===== src/core/cio_pkg.sv =====
package cio_pkg;
  // clock and report timing
  localparam int CLK_HZ     = 40_000_000;
  localparam int TICK_MS    = 1;
  localparam int CYC_PER_MS = CLK_HZ / 1000 * TICK_MS;
  localparam int RPT_MS     = 500;
  localparam int MS_W       = 10;
  // frame identifiers, before node number is added
  localparam logic [10:0] ID_EMCY = 11'h080;
  localparam logic [10:0] ID_AIN  = 11'h280;
  localparam logic [10:0] ID_PWR  = 11'h380;
  localparam logic [10:0] ID_HB   = 11'h700;
  // data lengths
  localparam logic [3:0] DLC_AIN  = 4'h8;
  localparam logic [3:0] DLC_PWR  = 4'h2;
  localparam logic [3:0] DLC_HB   = 4'h1;
  localparam logic [3:0] DLC_EMCY = 4'h8;
  // node state codes carried in the heartbeat
  localparam logic [7:0] NS_BOOT  = 8'h00;
  localparam logic [7:0] NS_STOP  = 8'h04;
  localparam logic [7:0] NS_OPER  = 8'h05;
  localparam logic [7:0] NS_PREOP = 8'h7f;
  // factory change thresholds
  localparam logic [15:0] AIN_DELTA_RST = 16'h000a;
  localparam logic [15:0] PWR_DELTA_RST = 16'h0032;
  // emergency codes
  localparam logic [15:0] EC_CLEAR   = 16'h0000;
  localparam logic [15:0] EC_WARN    = 16'h8000;
  localparam logic [15:0] EC_TXLOST  = 16'h8100;
  localparam logic [15:0] EC_RXLOST  = 16'h8110;
  localparam logic [15:0] EC_SHORT   = 16'h8210;
  localparam logic [15:0] EC_BUSOFF  = 16'h8140;
  localparam logic [15:0] EC_OVERCUR = 16'h2310;
  localparam logic [15:0] EC_THERMAL = 16'h4200;
  localparam logic [15:0] EC_LINK    = 16'h5000;
  // detail tags, byte 3 in the low bits
  localparam logic [23:0] TAG_DAC   = 24'h43_4144;
  localparam logic [39:0] TAG_LINK  = 40'h41_4449_5053;
  localparam logic [39:0] TAG_SETUP = 40'h43_4144_5748;
  // general status bit positions and converter status masks
  localparam int GS_ANY   = 0;
  localparam int GS_OVC   = 1;
  localparam int GS_THERM = 3;
  localparam int GS_CAN   = 4;
  localparam int GS_LINK  = 5;
  localparam logic [15:0] DS_OVC_MASK   = 16'h1818;
  localparam logic [15:0] DS_THERM_MASK = 16'h2020;
  // emergency sources, lowest index sent first
  localparam int EV_WARN = 0;
  localparam int EV_TX   = 1;
  localparam int EV_RX   = 2;
  localparam int EV_SHRT = 3;
  localparam int EV_BOFF = 4;
  localparam int EV_DAC  = 5;
  localparam int EV_LSET = 6;
  localparam int EV_LCLR = 7;
  localparam int EV_SSET = 8;
  localparam int EV_SCLR = 9;
  localparam int EV_N    = 10;
  localparam int FRAME_W = 79;
  typedef enum logic [1:0] {NODE_BOOT, NODE_PREOP, NODE_OPER, NODE_STOP}
    cio_node_t;
endpackage


===== src/core/cio_framer.sv =====
`timescale 1ns/1ps

module cio_fifo #(
  parameter int W     = 8,
  parameter int DEPTH = 32
) (
  input  wire logic         i_core_clk,
  input  wire logic         i_nrst,
  input  wire logic         i_in_valid,
  output logic              o_in_ready,
  input  wire logic [W-1:0] i_in_data,
  output logic              o_out_valid,
  input  wire logic         i_out_ready,
  output logic [W-1:0]      o_out_data
);
  localparam int AW = $clog2(DEPTH);
  // refuse depths the wrapping pointers cannot serve
  if (DEPTH < 2 || (1 << AW) != DEPTH)
  begin : g_bad_depth
    $error("fifo depth must be a power of two");
  end

  logic [W-1:0] mem [DEPTH];
  logic [AW:0]  wp_q;
  logic [AW:0]  rp_q;
  wire          full  = (wp_q ^ rp_q) == {1'b1, {AW{1'b0}}};
  wire          empty = wp_q == rp_q;
  wire          push  = i_in_valid && !full;
  wire          pop   = i_out_ready && !empty;

  // handshake on both sides
  assign o_in_ready  = !full;
  assign o_out_valid = !empty;
  assign o_out_data  = mem[rp_q[AW-1:0]];

  // storage
  always_ff @(posedge i_core_clk)
  begin
    if (push)
      mem[wp_q[AW-1:0]] <= i_in_data;
  end

  // pointers
  always_ff @(posedge i_core_clk or negedge i_nrst)
  begin
    if (!i_nrst)
    begin
      wp_q <= '0;
      rp_q <= '0;
    end
    else
    begin
      wp_q <= wp_q + (AW+1)'(push);
      rp_q <= rp_q + (AW+1)'(pop);
    end
  end
endmodule

module cio_framer
  import cio_pkg::*;
#(
  parameter int MS_CYCLES = CYC_PER_MS,
  parameter int PERIOD_MS = RPT_MS,
  parameter int FIFO_D    = 32
) (
  input  wire logic        i_core_clk,
  input  wire logic        i_nrst,
  input  wire logic [6:0]  i_node_id,
  input  wire logic        i_state_cmd_valid,
  input  wire logic [7:0]  i_state_cmd,
  input  wire logic        i_ain_valid,
  input  wire logic [63:0] i_ain,
  input  wire logic        i_supply_valid,
  input  wire logic [15:0] i_supply_voltage_input,
  input  wire logic        i_cfg_wr,
  input  wire logic [15:0] i_cfg_ain_delta,
  input  wire logic [15:0] i_cfg_pwr_delta,
  input  wire logic        i_din_evt_en,
  input  wire logic        i_ain_evt_en,
  input  wire logic        i_tx_lost,
  input  wire logic        i_rx_lost,
  input  wire logic        i_short_frame,
  input  wire logic        i_busoff_recovered,
  input  wire logic [15:0] i_dac_status,
  input  wire logic        i_link_fail,
  input  wire logic        i_setup_fail,
  output logic             o_frame_valid,
  input  wire logic        i_frame_ready,
  output logic [10:0]      o_frame_id,
  output logic [3:0]       o_frame_dlc,
  output logic [63:0]      o_frame_data,
  output logic [7:0]       o_node_state,
  output logic [7:0]       o_err_status
);
  // refuse timing values the report counters cannot hold
  if (MS_CYCLES < 1 || PERIOD_MS < 1 || PERIOD_MS >= (1 << MS_W))
  begin : g_bad_timing
    $error("bad timing parameters");
  end

  cio_node_t      node_q;
  logic           boot_q;
  logic [15:0]    ain_dlt_q;
  logic [15:0]    pwr_dlt_q;
  logic [63:0]    ain_s_q;
  logic [63:0]    ain_r_q;
  logic [15:0]    pwr_s_q;
  logic [15:0]    pwr_r_q;
  logic [31:0]    div_q;
  logic [MS_W-1:0] ain_ms_q;
  logic [MS_W-1:0] pwr_ms_q;
  logic [MS_W-1:0] hb_ms_q;
  logic [EV_N-1:0] ep_q;
  logic [EV_N-1:0] ep_d;
  logic [EV_N-1:0] ev_set;
  logic [EV_N-1:0] ev_clr;
  logic [15:0]    dac_last_q;
  logic [15:0]    dac_snap_q;
  logic           warn_q;
  logic           link_q;
  logic           setup_q;
  logic           can_q;
  logic [7:0]     gs_q;
  logic           fifo_rdy;
  logic           fifo_ov;
  logic [FRAME_W-1:0] fifo_od;
  logic [3:0]     e_idx;
  logic [15:0]    e_code;
  logic [39:0]    e_det;

  // node state code and which traffic it allows
  wire [7:0] ns_code = node_q == NODE_OPER  ? NS_OPER :
                       node_q == NODE_STOP  ? NS_STOP :
                       node_q == NODE_PREOP ? NS_PREOP : NS_BOOT;
  wire pd_ok   = node_q == NODE_OPER;
  wire emcy_ok = node_q != NODE_STOP;
  wire [10:0] node11 = {4'h0, i_node_id};

  // change detection against last reported values
  logic [3:0] ch_chg;
  genvar gi;
  for (gi = 0; gi < 4; gi++)
  begin : g_ch
    wire [15:0] s = ain_s_q[gi*16 +: 16];
    wire [15:0] r = ain_r_q[gi*16 +: 16];
    wire [15:0] d = s > r ? s - r : r - s;
    assign ch_chg[gi] = d >= ain_dlt_q;
  end
  wire [15:0] pwr_d   = pwr_s_q > pwr_r_q ? pwr_s_q - pwr_r_q
                                          : pwr_r_q - pwr_s_q;
  wire        ain_chg = |ch_chg;
  wire        pwr_chg = pwr_d >= pwr_dlt_q;
  wire [MS_W-1:0] per = MS_W'(PERIOD_MS);
  wire        ms_tick = div_q == 32'(MS_CYCLES - 1);

  // requests and fixed priority grant
  wire req_emcy = emcy_ok && (|ep_q);
  wire req_hb   = node_q != NODE_BOOT && hb_ms_q >= per;
  wire req_ain  = pd_ok && (ain_chg || ain_ms_q >= per);
  wire req_pwr  = pd_ok && (pwr_chg || pwr_ms_q >= per);
  wire g_boot   = fifo_rdy && boot_q;
  wire g_emcy   = fifo_rdy && !boot_q && req_emcy;
  wire g_hb     = fifo_rdy && !boot_q && !req_emcy && req_hb;
  wire g_ain    = fifo_rdy && !boot_q && !req_emcy && !req_hb && req_ain;
  wire g_pwr    = fifo_rdy && !boot_q && !req_emcy && !req_hb &&
                  !req_ain && req_pwr;
  wire push     = g_boot || g_emcy || g_hb || g_ain || g_pwr;

  // pick the pending emergency with the lowest index
  always_comb
  begin
    e_idx = 4'h0;
    for (int k = EV_N - 1; k >= 0; k--)
      if (ep_q[k])
        e_idx = 4'(k);
  end

  // emergency code and detail bytes per source
  wire dac_ovc   = |(dac_snap_q & DS_OVC_MASK);
  wire dac_therm = |(dac_snap_q & DS_THERM_MASK);
  always_comb
  begin
    e_det = '0;
    case (e_idx)
      4'(EV_WARN): e_code = EC_WARN;
      4'(EV_TX):   e_code = EC_TXLOST;
      4'(EV_RX):   e_code = EC_RXLOST;
      4'(EV_SHRT): e_code = EC_SHORT;
      4'(EV_BOFF): e_code = EC_BUSOFF;
      4'(EV_DAC):
      begin
        e_code = dac_ovc ? EC_OVERCUR :
                 dac_therm ? EC_THERMAL : EC_CLEAR;
        e_det  = {dac_snap_q, TAG_DAC};
      end
      4'(EV_LSET):
      begin
        e_code = EC_LINK;
        e_det  = TAG_LINK;
      end
      4'(EV_LCLR):
      begin
        e_code = EC_CLEAR;
        e_det  = TAG_LINK;
      end
      4'(EV_SSET):
      begin
        e_code = EC_LINK;
        e_det  = TAG_SETUP;
      end
      4'(EV_SCLR):
      begin
        e_code = EC_CLEAR;
        e_det  = TAG_SETUP;
      end
      default: e_code = EC_CLEAR;
    endcase
  end

  // frame assembly, byte 0 in the low bits
  wire [10:0] push_id  = g_boot || g_hb ? ID_HB + node11 :
                         g_emcy ? ID_EMCY + node11 :
                         g_ain  ? ID_AIN + node11 :
                                  ID_PWR + node11;
  wire [3:0]  push_dlc = g_boot || g_hb ? DLC_HB :
                         g_emcy ? DLC_EMCY :
                         g_ain  ? DLC_AIN : DLC_PWR;
  wire [63:0] push_dat = g_boot ? {56'h0, NS_BOOT} :
                         g_hb   ? {56'h0, ns_code} :
                         g_emcy ? {e_det, gs_q, e_code} :
                         g_ain  ? ain_s_q :
                                  {48'h0, pwr_s_q};

  // error events, gated off while stopped
  wire warn_lvl = !i_din_evt_en || !i_ain_evt_en;
  always_comb
  begin
    ev_set          = '0;
    ev_set[EV_WARN] = warn_lvl && !warn_q;
    ev_set[EV_TX]   = i_tx_lost;
    ev_set[EV_RX]   = i_rx_lost;
    ev_set[EV_SHRT] = i_short_frame;
    ev_set[EV_BOFF] = i_busoff_recovered;
    ev_set[EV_DAC]  = i_dac_status != dac_last_q;
    ev_set[EV_LSET] = i_link_fail && !link_q;
    ev_set[EV_LCLR] = !i_link_fail && link_q;
    ev_set[EV_SSET] = i_setup_fail && !setup_q;
    ev_set[EV_SCLR] = !i_setup_fail && setup_q;
    ev_set          = emcy_ok ? ev_set : '0;
    ev_clr          = '0;
    ev_clr[e_idx]   = g_emcy;
    ep_d            = (ep_q & ~ev_clr) | ev_set;        // set wins
  end

  // category bits; summary follows the active categories
  wire cat_ovc   = |(i_dac_status & DS_OVC_MASK);
  wire cat_therm = |(i_dac_status & DS_THERM_MASK);
  wire cat_link  = i_link_fail || i_setup_fail;
  wire can_d     = can_q || i_tx_lost || i_rx_lost ||
                   i_short_frame || i_busoff_recovered;
  wire [7:0] gs_d = {2'b00, cat_link, can_d, cat_therm, 1'b0, cat_ovc,
                     cat_link || can_d || cat_therm || cat_ovc};

  // node state machine
  always_ff @(posedge i_core_clk or negedge i_nrst)
  begin
    if (!i_nrst)
    begin
      node_q <= NODE_BOOT;
      boot_q <= 1'b1;
    end
    else if (g_boot)
    begin
      node_q <= NODE_PREOP;
      boot_q <= 1'b0;
    end
    else if (i_state_cmd_valid && node_q != NODE_BOOT)
    begin
      case (i_state_cmd)
        NS_OPER:  node_q <= NODE_OPER;
        NS_STOP:  node_q <= NODE_STOP;
        NS_PREOP: node_q <= NODE_PREOP;
        default:  node_q <= node_q;
      endcase
    end
  end

  // thresholds, factory values at reset
  always_ff @(posedge i_core_clk or negedge i_nrst)
  begin
    if (!i_nrst)
    begin
      ain_dlt_q <= AIN_DELTA_RST;
      pwr_dlt_q <= PWR_DELTA_RST;
    end
    else if (i_cfg_wr && node_q != NODE_STOP)
    begin
      ain_dlt_q <= i_cfg_ain_delta;
      pwr_dlt_q <= i_cfg_pwr_delta;
    end
  end

  // raw samples on every poll, last reported copies
  always_ff @(posedge i_core_clk or negedge i_nrst)
  begin
    if (!i_nrst)
    begin
      ain_s_q <= '0;
      ain_r_q <= '0;
      pwr_s_q <= '0;
      pwr_r_q <= '0;
    end
    else
    begin
      if (i_ain_valid)
        ain_s_q <= i_ain;
      if (i_supply_valid)
        pwr_s_q <= i_supply_voltage_input;
      if (g_ain)
        ain_r_q <= ain_s_q;
      if (g_pwr)
        pwr_r_q <= pwr_s_q;
    end
  end

  // millisecond divider and report timers
  always_ff @(posedge i_core_clk or negedge i_nrst)
  begin
    if (!i_nrst)
    begin
      div_q    <= '0;
      ain_ms_q <= '0;
      pwr_ms_q <= '0;
      hb_ms_q  <= '0;
    end
    else
    begin
      div_q <= ms_tick ? '0 : div_q + 32'h0000_0001;
      if (g_ain)
        ain_ms_q <= '0;
      else if (ms_tick && ain_ms_q < per)
        ain_ms_q <= ain_ms_q + 1'b1;
      if (g_pwr)
        pwr_ms_q <= '0;
      else if (ms_tick && pwr_ms_q < per)
        pwr_ms_q <= pwr_ms_q + 1'b1;
      if (g_hb || g_boot)
        hb_ms_q <= '0;
      else if (ms_tick && hb_ms_q < per)
        hb_ms_q <= hb_ms_q + 1'b1;
    end
  end

  // error tracking
  always_ff @(posedge i_core_clk or negedge i_nrst)
  begin
    if (!i_nrst)
    begin
      ep_q       <= '0;
      dac_last_q <= '0;
      dac_snap_q <= '0;
      warn_q     <= 1'b0;
      link_q     <= 1'b0;
      setup_q    <= 1'b0;
      can_q      <= 1'b0;
      gs_q       <= '0;
    end
    else
    begin
      ep_q       <= ep_d;
      dac_last_q <= i_dac_status;
      if (ev_set[EV_DAC])
        dac_snap_q <= i_dac_status;
      warn_q     <= warn_lvl;
      link_q     <= i_link_fail;
      setup_q    <= i_setup_fail;
      can_q      <= can_d;
      gs_q       <= gs_d;
    end
  end

  // outgoing frame queue
  cio_fifo #(
    .W     (FRAME_W),
    .DEPTH (FIFO_D)
  ) u_fifo (
    .i_core_clk  (i_core_clk),
    .i_nrst      (i_nrst),
    .i_in_valid  (push),
    .o_in_ready  (fifo_rdy),
    .i_in_data   ({push_id, push_dlc, push_dat}),
    .o_out_valid (fifo_ov),
    .i_out_ready (!o_frame_valid || i_frame_ready),
    .o_out_data  (fifo_od)
  );

  // registered output stage
  always_ff @(posedge i_core_clk or negedge i_nrst)
  begin
    if (!i_nrst)
    begin
      o_frame_valid <= 1'b0;
      o_frame_id    <= '0;
      o_frame_dlc   <= '0;
      o_frame_data  <= '0;
      o_node_state  <= NS_BOOT;
      o_err_status  <= '0;
    end
    else
    begin
      if (!o_frame_valid || i_frame_ready)
      begin
        o_frame_valid <= fifo_ov;
        o_frame_id    <= fifo_od[78:68];
        o_frame_dlc   <= fifo_od[67:64];
        o_frame_data  <= fifo_od[63:0];
      end
      o_node_state <= ns_code;
      o_err_status <= gs_q;
    end
  end
endmodule


===== config.mk =====
export PLATFORM = sky130hd
export DESIGN_NAME = cio_framer
export DESIGN_NICKNAME = d
export VERILOG_FILES = /design/src/core/cio_pkg.sv /design/src/core/cio_framer.sv
export SDC_FILE = /design/constraint.sdc
export NUM_CORES = 2
export LEC_CHECK = 0
export ABC_CLOCK_PERIOD_IN_PS = 16550
export BUFFER_PORTS_ARGS = -buffer_cell sky130_fd_sc_hd__buf_2
export CORE_MARGIN = 5
export CORE_UTILIZATION = 45
export DETAILED_ROUTE_END_ITERATION = 6
export GPL_TIMING_DRIVEN = 0
export HOLD_SLACK_MARGIN = 0.1
export PLACE_DENSITY = 0.61
export SLEW_MARGIN = 40
export SYNTH_ARGS = -nofsm -noshare
export SYNTH_HDL_FRONTEND = slang
export SYNTH_SLANG_ARGS = --single-unit
export TNS_END_PERCENT = 20

===== constraint.sdc =====
create_clock -name i_core_clk -period 16.55 [get_ports i_core_clk]
set_clock_uncertainty 0.05 [all_clocks]
set_input_delay 0.8275 -clock i_core_clk [delete_from_list [all_inputs] [get_ports i_core_clk]]
set_output_delay 0.8275 -clock i_core_clk [all_outputs]
set_load 0.02 [all_outputs]

**Word-level counts from Yosys, hierarchy flattened**

Memories as Yosys holds them, arrays and structs flattened. A register that Yosys moved wholly into a read port is not among the register bits.
Index checks and enable logic that the tools add are counted.

- $add $sub $neg: 20
- Div/mod/pow operators: 0
- Order comparisons: 18
- Eq/ne operators: 20
- Muxes and demuxes: 47
- Multiply operators: 0
- Reductions and logical operators: 75
- Shift operators: 0
- Bitwise logic cells: 5

Operator list:

| kind | count |
|---|---|
| $mux W64 | 4 |
| $sub A16 B16 Y16 | 10 |
| $pmux W40 S3 | 1 |
| $pmux W16 S7 | 1 |
| $ge A16 B16 Y1 | 5 |
| $gt A16 B16 Y1 | 5 |
| $mux W16 | 5 |
| $mux W10 | 7 |
| $mux W4 | 13 |
| $mux W11 | 3 |
| $add A32 B1 Y32 const B | 1 |
| $eq A32 B16 Y1 const B | 1 |
| $mux W32 | 1 |
| $add A10 B1 Y10 const B | 3 |
| $ge A10 B9 Y1 const B | 3 |
| $lt A10 B9 Y1 const B | 3 |
| $mux W15 | 2 |
| $logic_and A1 B1 Y1 | 26 |
| $add A10 B7 Y11 const A | 2 |
| $mux W7 | 3 |
| $and A10 B10 Y10 | 2 |
| $logic_or A1 B1 Y1 | 17 |
| $eq A4 B3 Y1 const B | 4 |
| $eq A8 B3 Y1 const B | 2 |
| 30 further kinds | 61 |

- Input port bits: 158
- Output and inout port bits: 96
- Logic and storage cells: 211
- Bits in latches: 0
- Flip-flop bits (word level): 333
- Memory bits (read-only): 0
- RAM bits: 2528
- Memories kept: 1

Memories:

| memory | depth | bits a word | rd ports | clocked after Yosys merged registers in | write ports | line | source |
|---|---|---|---|---|---|---|---|
| u_fifo.mem | 32 | 79 | 1 | 1 | 1 | cio_framer.sv:23 | `logic [W-1:0] mem [DEPTH];` |

**Longest topological paths before layout**

- Depth in word-level cells: 18
- Depth in mapped cells: 30
- Gate-level depth less buffers: 26

**Modules after synthesis**

Synthesis repeated with hierarchy kept, for this count alone.

- Cell total of the unflattened synthesis: 6443
- Area total of the unflattened synthesis: 122253.5 µm²

Modules (own cells, without submodules):

| module | instances | cells an instance | area each (µm²) |
|---|---|---|---|
| cio_fifo | 1 | 3704 | 96397.5 |
| cio_framer | 1 | 2739 | 25856.0 |

**Least setup slack after synthesis**

Ideal clock, no wire load.

- Path kind: register to register
- Start: register ain_s_q[0]
- End: memory u_fifo.mem[15][0] (netlist name), enable pin
- Library setup time: 0.513 ns
- Clock period less this slack: 9.734 ns
- Setup slack: 6.816 ns
- Data required time: 15.987 ns
- Stages on the path, launching flop included: 25
- Arrival time: 9.171 ns
- Path through: dfrtp_1 -> inv_1 -> ha_1 -> inv_1 -> fa_1 -> a21o_1 -> a21oi_1 -> nor2_1 -> o41ai_1 -> a21oi_4 -> mux2i_1 -> a221oi_1 -> nor4_1 -> or4_1 -> ha_1 -> a22oi_1 -> nand3_1 -> or4_1 -> a311oi_1 -> o211ai_1 -> or4_4 -> nor4_4 -> buf_4 -> o311ai_4 -> nor2_1

- Cells in the longest elaborated chain, start to end: 13
- Elaborated cells on any way between the ends: 17
- Classes of those cells: add/sub: 2; order compare: 2; mux: 3; reduce/logical: 10

RTL lines:

| what | line | source |
|---|---|---|
| start, declared | cio_framer.sv:105 | `logic [63:0] ain_s_q;` |
| start signal, assigned | cio_framer.sv:316 | `ain_s_q <= i_ain;` |
| $sub A16 B16 Y16 / $gt A16 B16 Y1 (equally long branches) | cio_framer.sv:146 | `wire [15:0] d = s > r ? s - r : r - s;` |
| $mux W16 (*) | cio_framer.sv:146 |  |
| $ge A16 B16 Y1 (*) | cio_framer.sv:147 | `assign ch_chg[gi] = d >= ain_dlt_q;` |
| $reduce_or A4 Y1 (*) | cio_framer.sv:151 | `wire ain_chg = \|ch_chg;` |
| $logic_or A1 B1 Y1 (*) | cio_framer.sv:159 | `wire req_ain = pd_ok && (ain_chg \|\| ain_ms_q >= per);` |
| $logic_and A1 B1 Y1 (*) | cio_framer.sv:159 |  |
| $logic_not A1 Y1 | cio_framer.sv:166 | `!req_ain && req_pwr;` |
| $logic_and A1 B1 Y1 | cio_framer.sv:165 | `wire g_pwr = fifo_rdy && !boot_q && !req_emcy && !req_hb &&` |
| $logic_and A1 B1 Y1 | cio_framer.sv:166 |  |
| $logic_or A1 B1 Y1 (*) | cio_framer.sv:167 | `wire push = g_boot \|\| g_emcy \|\| g_hb \|\| g_ain \|\| g_pwr;` |
| $logic_and A1 B1 Y1 (*) | cio_framer.sv:28 | `wire push = i_in_valid && !full;` |
| $mux W1 (*) | cio_framer.sv:39 | `if (push)` |
| $mux W1 (not written as such) (*) | cio_framer.sv:40 | `mem[wp_q[AW-1:0]] <= i_in_data;` |
| end, declared | cio_framer.sv:23 |  |

Mark *: on every way between the ends. The rest lies on a longest branch, timed or not.

**Worst setup path in the final report**

- Start: register ain_s_q[43]
- End: memory u_fifo.mem[25][38] (netlist name), enable pin

The elaborated chain is that of the path after synthesis.

==> results by group <==
Worst setup path
  – Slowest-stage cell, CP: or4_4
  – Data required time of the critical path: 17100 ps
  – Largest stage delay on the critical path: 630 ps
  – CP startpoint kind: flop
  – CP arrival: 10370 ps
  – WS Path Type: reg -> reg
  – CP endpoint kind: flop
  – Top cell by count, worst path: buf_8
  – Max FO, Critical Path: 12

Pwr
  – Leakage power: 49.7 nW
  – Peak supply drop: 0.000116 V
  – Power Density: 170 nW/µm²

Synth
  – Post-Syn Area: 119000 µm²
  – Syn Area/Cell: 18.5 µm²
  – Area share of the largest cell type after synthesis: 62.3%
  – Post-synthesis sequential area ratio: 70.9%
  – Post-synth EDFFs: 2464
  – Leading area contributor after synthesis: edfxtp_1
  – Synth area leaders: edfxtp_1 (62%), mux4_2 (15%), dfrtp_1 (8.4%), ha_1 (2.6%), o21ai_0 (1.4%)
  – Post-Synthesis Cells: 6432
  – Yosys cell types: 84
  – Primary FF master, synth: edfxtp_1
  – Synth async-reset ratio: 14.1%
  – Synth Warn #: 0
  – Yosys reg bits: 2869

Die
  – Row count: 188
  – Die footprint: 274000 µm²
  – I/O pins: 254
  – Die Wd: 524 µm
  – Die Ht: 524 µm
  – Core area: 263000 µm²
  – Effective utilization at floorplan: 45.2%

Timing
  – Worst-Margin Slew: 913 ps
  – Slew Limit Fails: 0
  – Fmax: 102 MHz
  – # setup viols final: 0
  – Post-route minimum period: 9820 ps
  – Fin crit share: 59.3%
  – RSZ-0062 raised after global routing: no
  – Max-slew headroom: 39.2%
  – Slack of the critical path: 6730 ps
  – Final Hold Viols: 0

Clock network
  – CTS Sinks: 2869
  – Postcts setup bufs: 0
  – Htree depth: 5
  – Inserted Clock Buffers: 307
  – Worst-path clk slew: 60 ps
  – TritonCTS clock tree: done
  – Clk_lat worst skew: 950 ps
  – Root buffer cell: clkbuf_16
  – Clock buffer depth: 4

Cells and area
  – Fin area: 142000 µm²
  – Share of cells above drive strength 1: 27.7%
  – Nets: 7837
  – Layout area overhead: 20.0%

Global route
  – First-pass GRT wire length: 495 mm
  – Initial antenna violation count: 17
  – Vias in the first global route: 66900
  – GRT Overall Usage: 25.3%
  – Largest net degree at the start of global routing: 74
  – Grt ovf: 0

Job
  – Max-cap violations: 0

Drt
  – Vias post-DR: 66700
  – Initial DRC count: 7678
  – Routed WL per cell: 31.2 µm
  – Post-route DRC: 0
  – Avg Vias per Cell: 5.98
  – Routed Antenna Nets: 0
  – Detailed Routing Iterations Pass 1: 6
  – Total wire length: 348 mm

Place
  – Dpl cell area: 132000 µm²
  – Placement Setup Slack: 6540 ps
  – Detailed Place HPWL: 247 mm
  – # port buffers: 247
  – Final Wtd Congestion: 0.902

Min path
  – Hold Crit Class: in -> reg

Status
  – Status: finished, final reports clean
[worst max-delay path: cells and delay by family, from the launching register on]
kind,cells,cell delay (ps)
flip-flops,1,370
XOR/XNOR,1,540
adder cells (fa/ha/maj),2,660
buffers and inverters,9,2020
AND/OR/NAND/NOR,9,3630
AO/OA/AOI/OAI,8,2180
[cells by family (layout without fill, tap and decap cells)]
| family | count (synthesis) | after routing | synth area share, % |
|---|---|---|---|
| flops | 2869 | 2869 | 70.9 |
| buf+inv | 575 | 1782 | 1.88 |
| other cells | 1 | 11 | 0.00316 |
| xor+xnor | 146 | 146 | 1.08 |
| mux | 913 | 913 | 15.8 |
| compound gates | 796 | 796 | 4.13 |
| simple gates | 872 | 872 | 3.37 |
| fa+ha+maj | 260 | 260 | 2.80 |
[Yosys cell counts (14+ instances only)]
master       n
and2_1      21
nor2b_1     24
nor2_1     159
o21ai_0    339
o211ai_1    15
a21o_1     110
dfrtp_1    399
nand4_1     54
and3_1      30
a31oi_1     18
o21bai_1    32
nand3_1     45
a211oi_1    14
xnor2_1     92
buf_1       51
mux2_2      30
nor4_1      16
nor3_1      29
clkbuf_1   254
xor2_1      54
ha_1       250
edfxtp_1  2464
nand2_1    419
a21oi_1    156
nand2b_1    24
mux2i_1    113
inv_1      246
mux4_2     770
[final timing paths]
check	from	to	slack (ps)	cells past startpoint
max reg2reg	ain_s_q[43]	u_fifo.mem[25][38]	6730	29
max	ain_s_q[43]	u_fifo.mem[25][38]	6730	29
max in group asynchronous	i_nrst	o_frame_id[4]	14630	5
min in group asynchronous	i_nrst	ain_r_q[39]	280	2
min	i_supply_voltage_input[5]	pwr_s_q[5]	140	3
min reg2reg	gs_q[5]	o_err_status[5]	390	0
[metal layers]
layer | part of all wire, % | GRT usage [%] | wire length, µm | vias to the layer above
met5 | 0.0060 | 0 | 21 | -
met4 | 2.7 | 6.94 | 9540 | 4
met3 | 9.0 | 4.66 | 31400 | 483
met2 | 47 | 40.0 | 164000 | 3263
met1 | 41 | 36.6 | 143000 | 35400
li1 | - | - | - | 27600
[through the flow]
stage / total power [mW] / utilization [%] / TNS [ps] / hold WS (ps) / cells
finish: 24.2 / 54.2 / 0 / 145 / 11200
global route: 25.2 / 54.2 / 0 / 138 / 11200
global placement: 17.3 / 47.4 / -1493690 / 379 / 10200
floorplan: 14.3 / - / 0 / 304 / 6436
detailed placement: 17.8 / 50.2 / 0 / 373 / 10500
CTS: 24.3 / 54.2 / 0 / 103 / 11200
[layout by cell type, fill, tap and decap left out, types with 16 or more instances in the layout]
| cell type | instances |
|---|---|
| nor3_1 | 28 |
| mux4_2 | 770 |
| buf_16 | 147 |
| o21bai_1 | 32 |
| nand2b_1 | 23 |
| clkbuf_16 | 313 |
| clkinv_1 | 50 |
| clkbuf_2 | 132 |
| nand3_1 | 45 |
| clkinv_2 | 48 |
| o21ai_0 | 333 |
| nand4_1 | 54 |
| mux2_2 | 30 |
| edfxtp_1 | 2464 |
| buf_2 | 303 |
| clkbuf_1 | 190 |
| nand2_1 | 399 |
| a21oi_1 | 141 |
| ha_1 | 250 |
| xor2_1 | 54 |
| and3_1 | 30 |
| dlygate4sd3_1 | 112 |
| nor2b_1 | 23 |
| bufinv_16 | 18 |
| nor2_4 | 33 |
| nand2_2 | 16 |
| nor2_1 | 126 |
| buf_8 | 144 |
| inv_1 | 244 |
| a21o_1 | 110 |
| dfrtp_1 | 399 |
| mux2i_1 | 113 |
| buf_4 | 23 |
| xnor2_1 | 92 |
| clkbuf_8 | 16 |
[timing repair]
action                                 4_1_cts  5_1_grt
endpoints found under the hold margin      266        0
hold buffers                               112        0
resized for setup                            0        0
[state kept, by name, indices dropped and copies added, names as in the netlist, 2 cells and up]
name and flops:
u_fifo.mem 2464, ain_r_q 64, ain_s_q 64, o_frame_data 64
div_q 32, ain_dlt_q 16, dac_last_q 16, dac_snap_q 16
pwr_dlt_q 16, pwr_r_q 16, pwr_s_q 16, ain_ms_q 10
ep_q 10, hb_ms_q 10, o_frame_id 10, pwr_ms_q 10
u_fifo.rp_q 6, u_fifo.wp_q 6, gs_q 5, o_err_status 5
o_frame_dlc 3, o_node_state 3, node_q 2
[power by group]
part	internal (mW)	switching [mW]	total, mW
clock network	3.81	2.74	6.55
registers	8.54	0.237	8.77
logic	3.70	5.16	8.86
total	16.0	8.14	24.2
[area by class of cell]
| type | count | area (µm²) |
|---|---|---|
| diodes | 6 | 15.0 |
| plain buffers | 329 | 1540 |
| clock buffers | 399 | 8320 |
| clock inverters | 134 | 1130 |
| fillers | 20300 | 120000 |
| inverters | 246 | 925 |
| multi-input cells | 2992 | 33100 |
| flip-flops and latches | 2869 | 84100 |
| well taps | 3515 | 4400 |
| repair buffers | 674 | 8840 |
(Power assumes the default switching activity.)
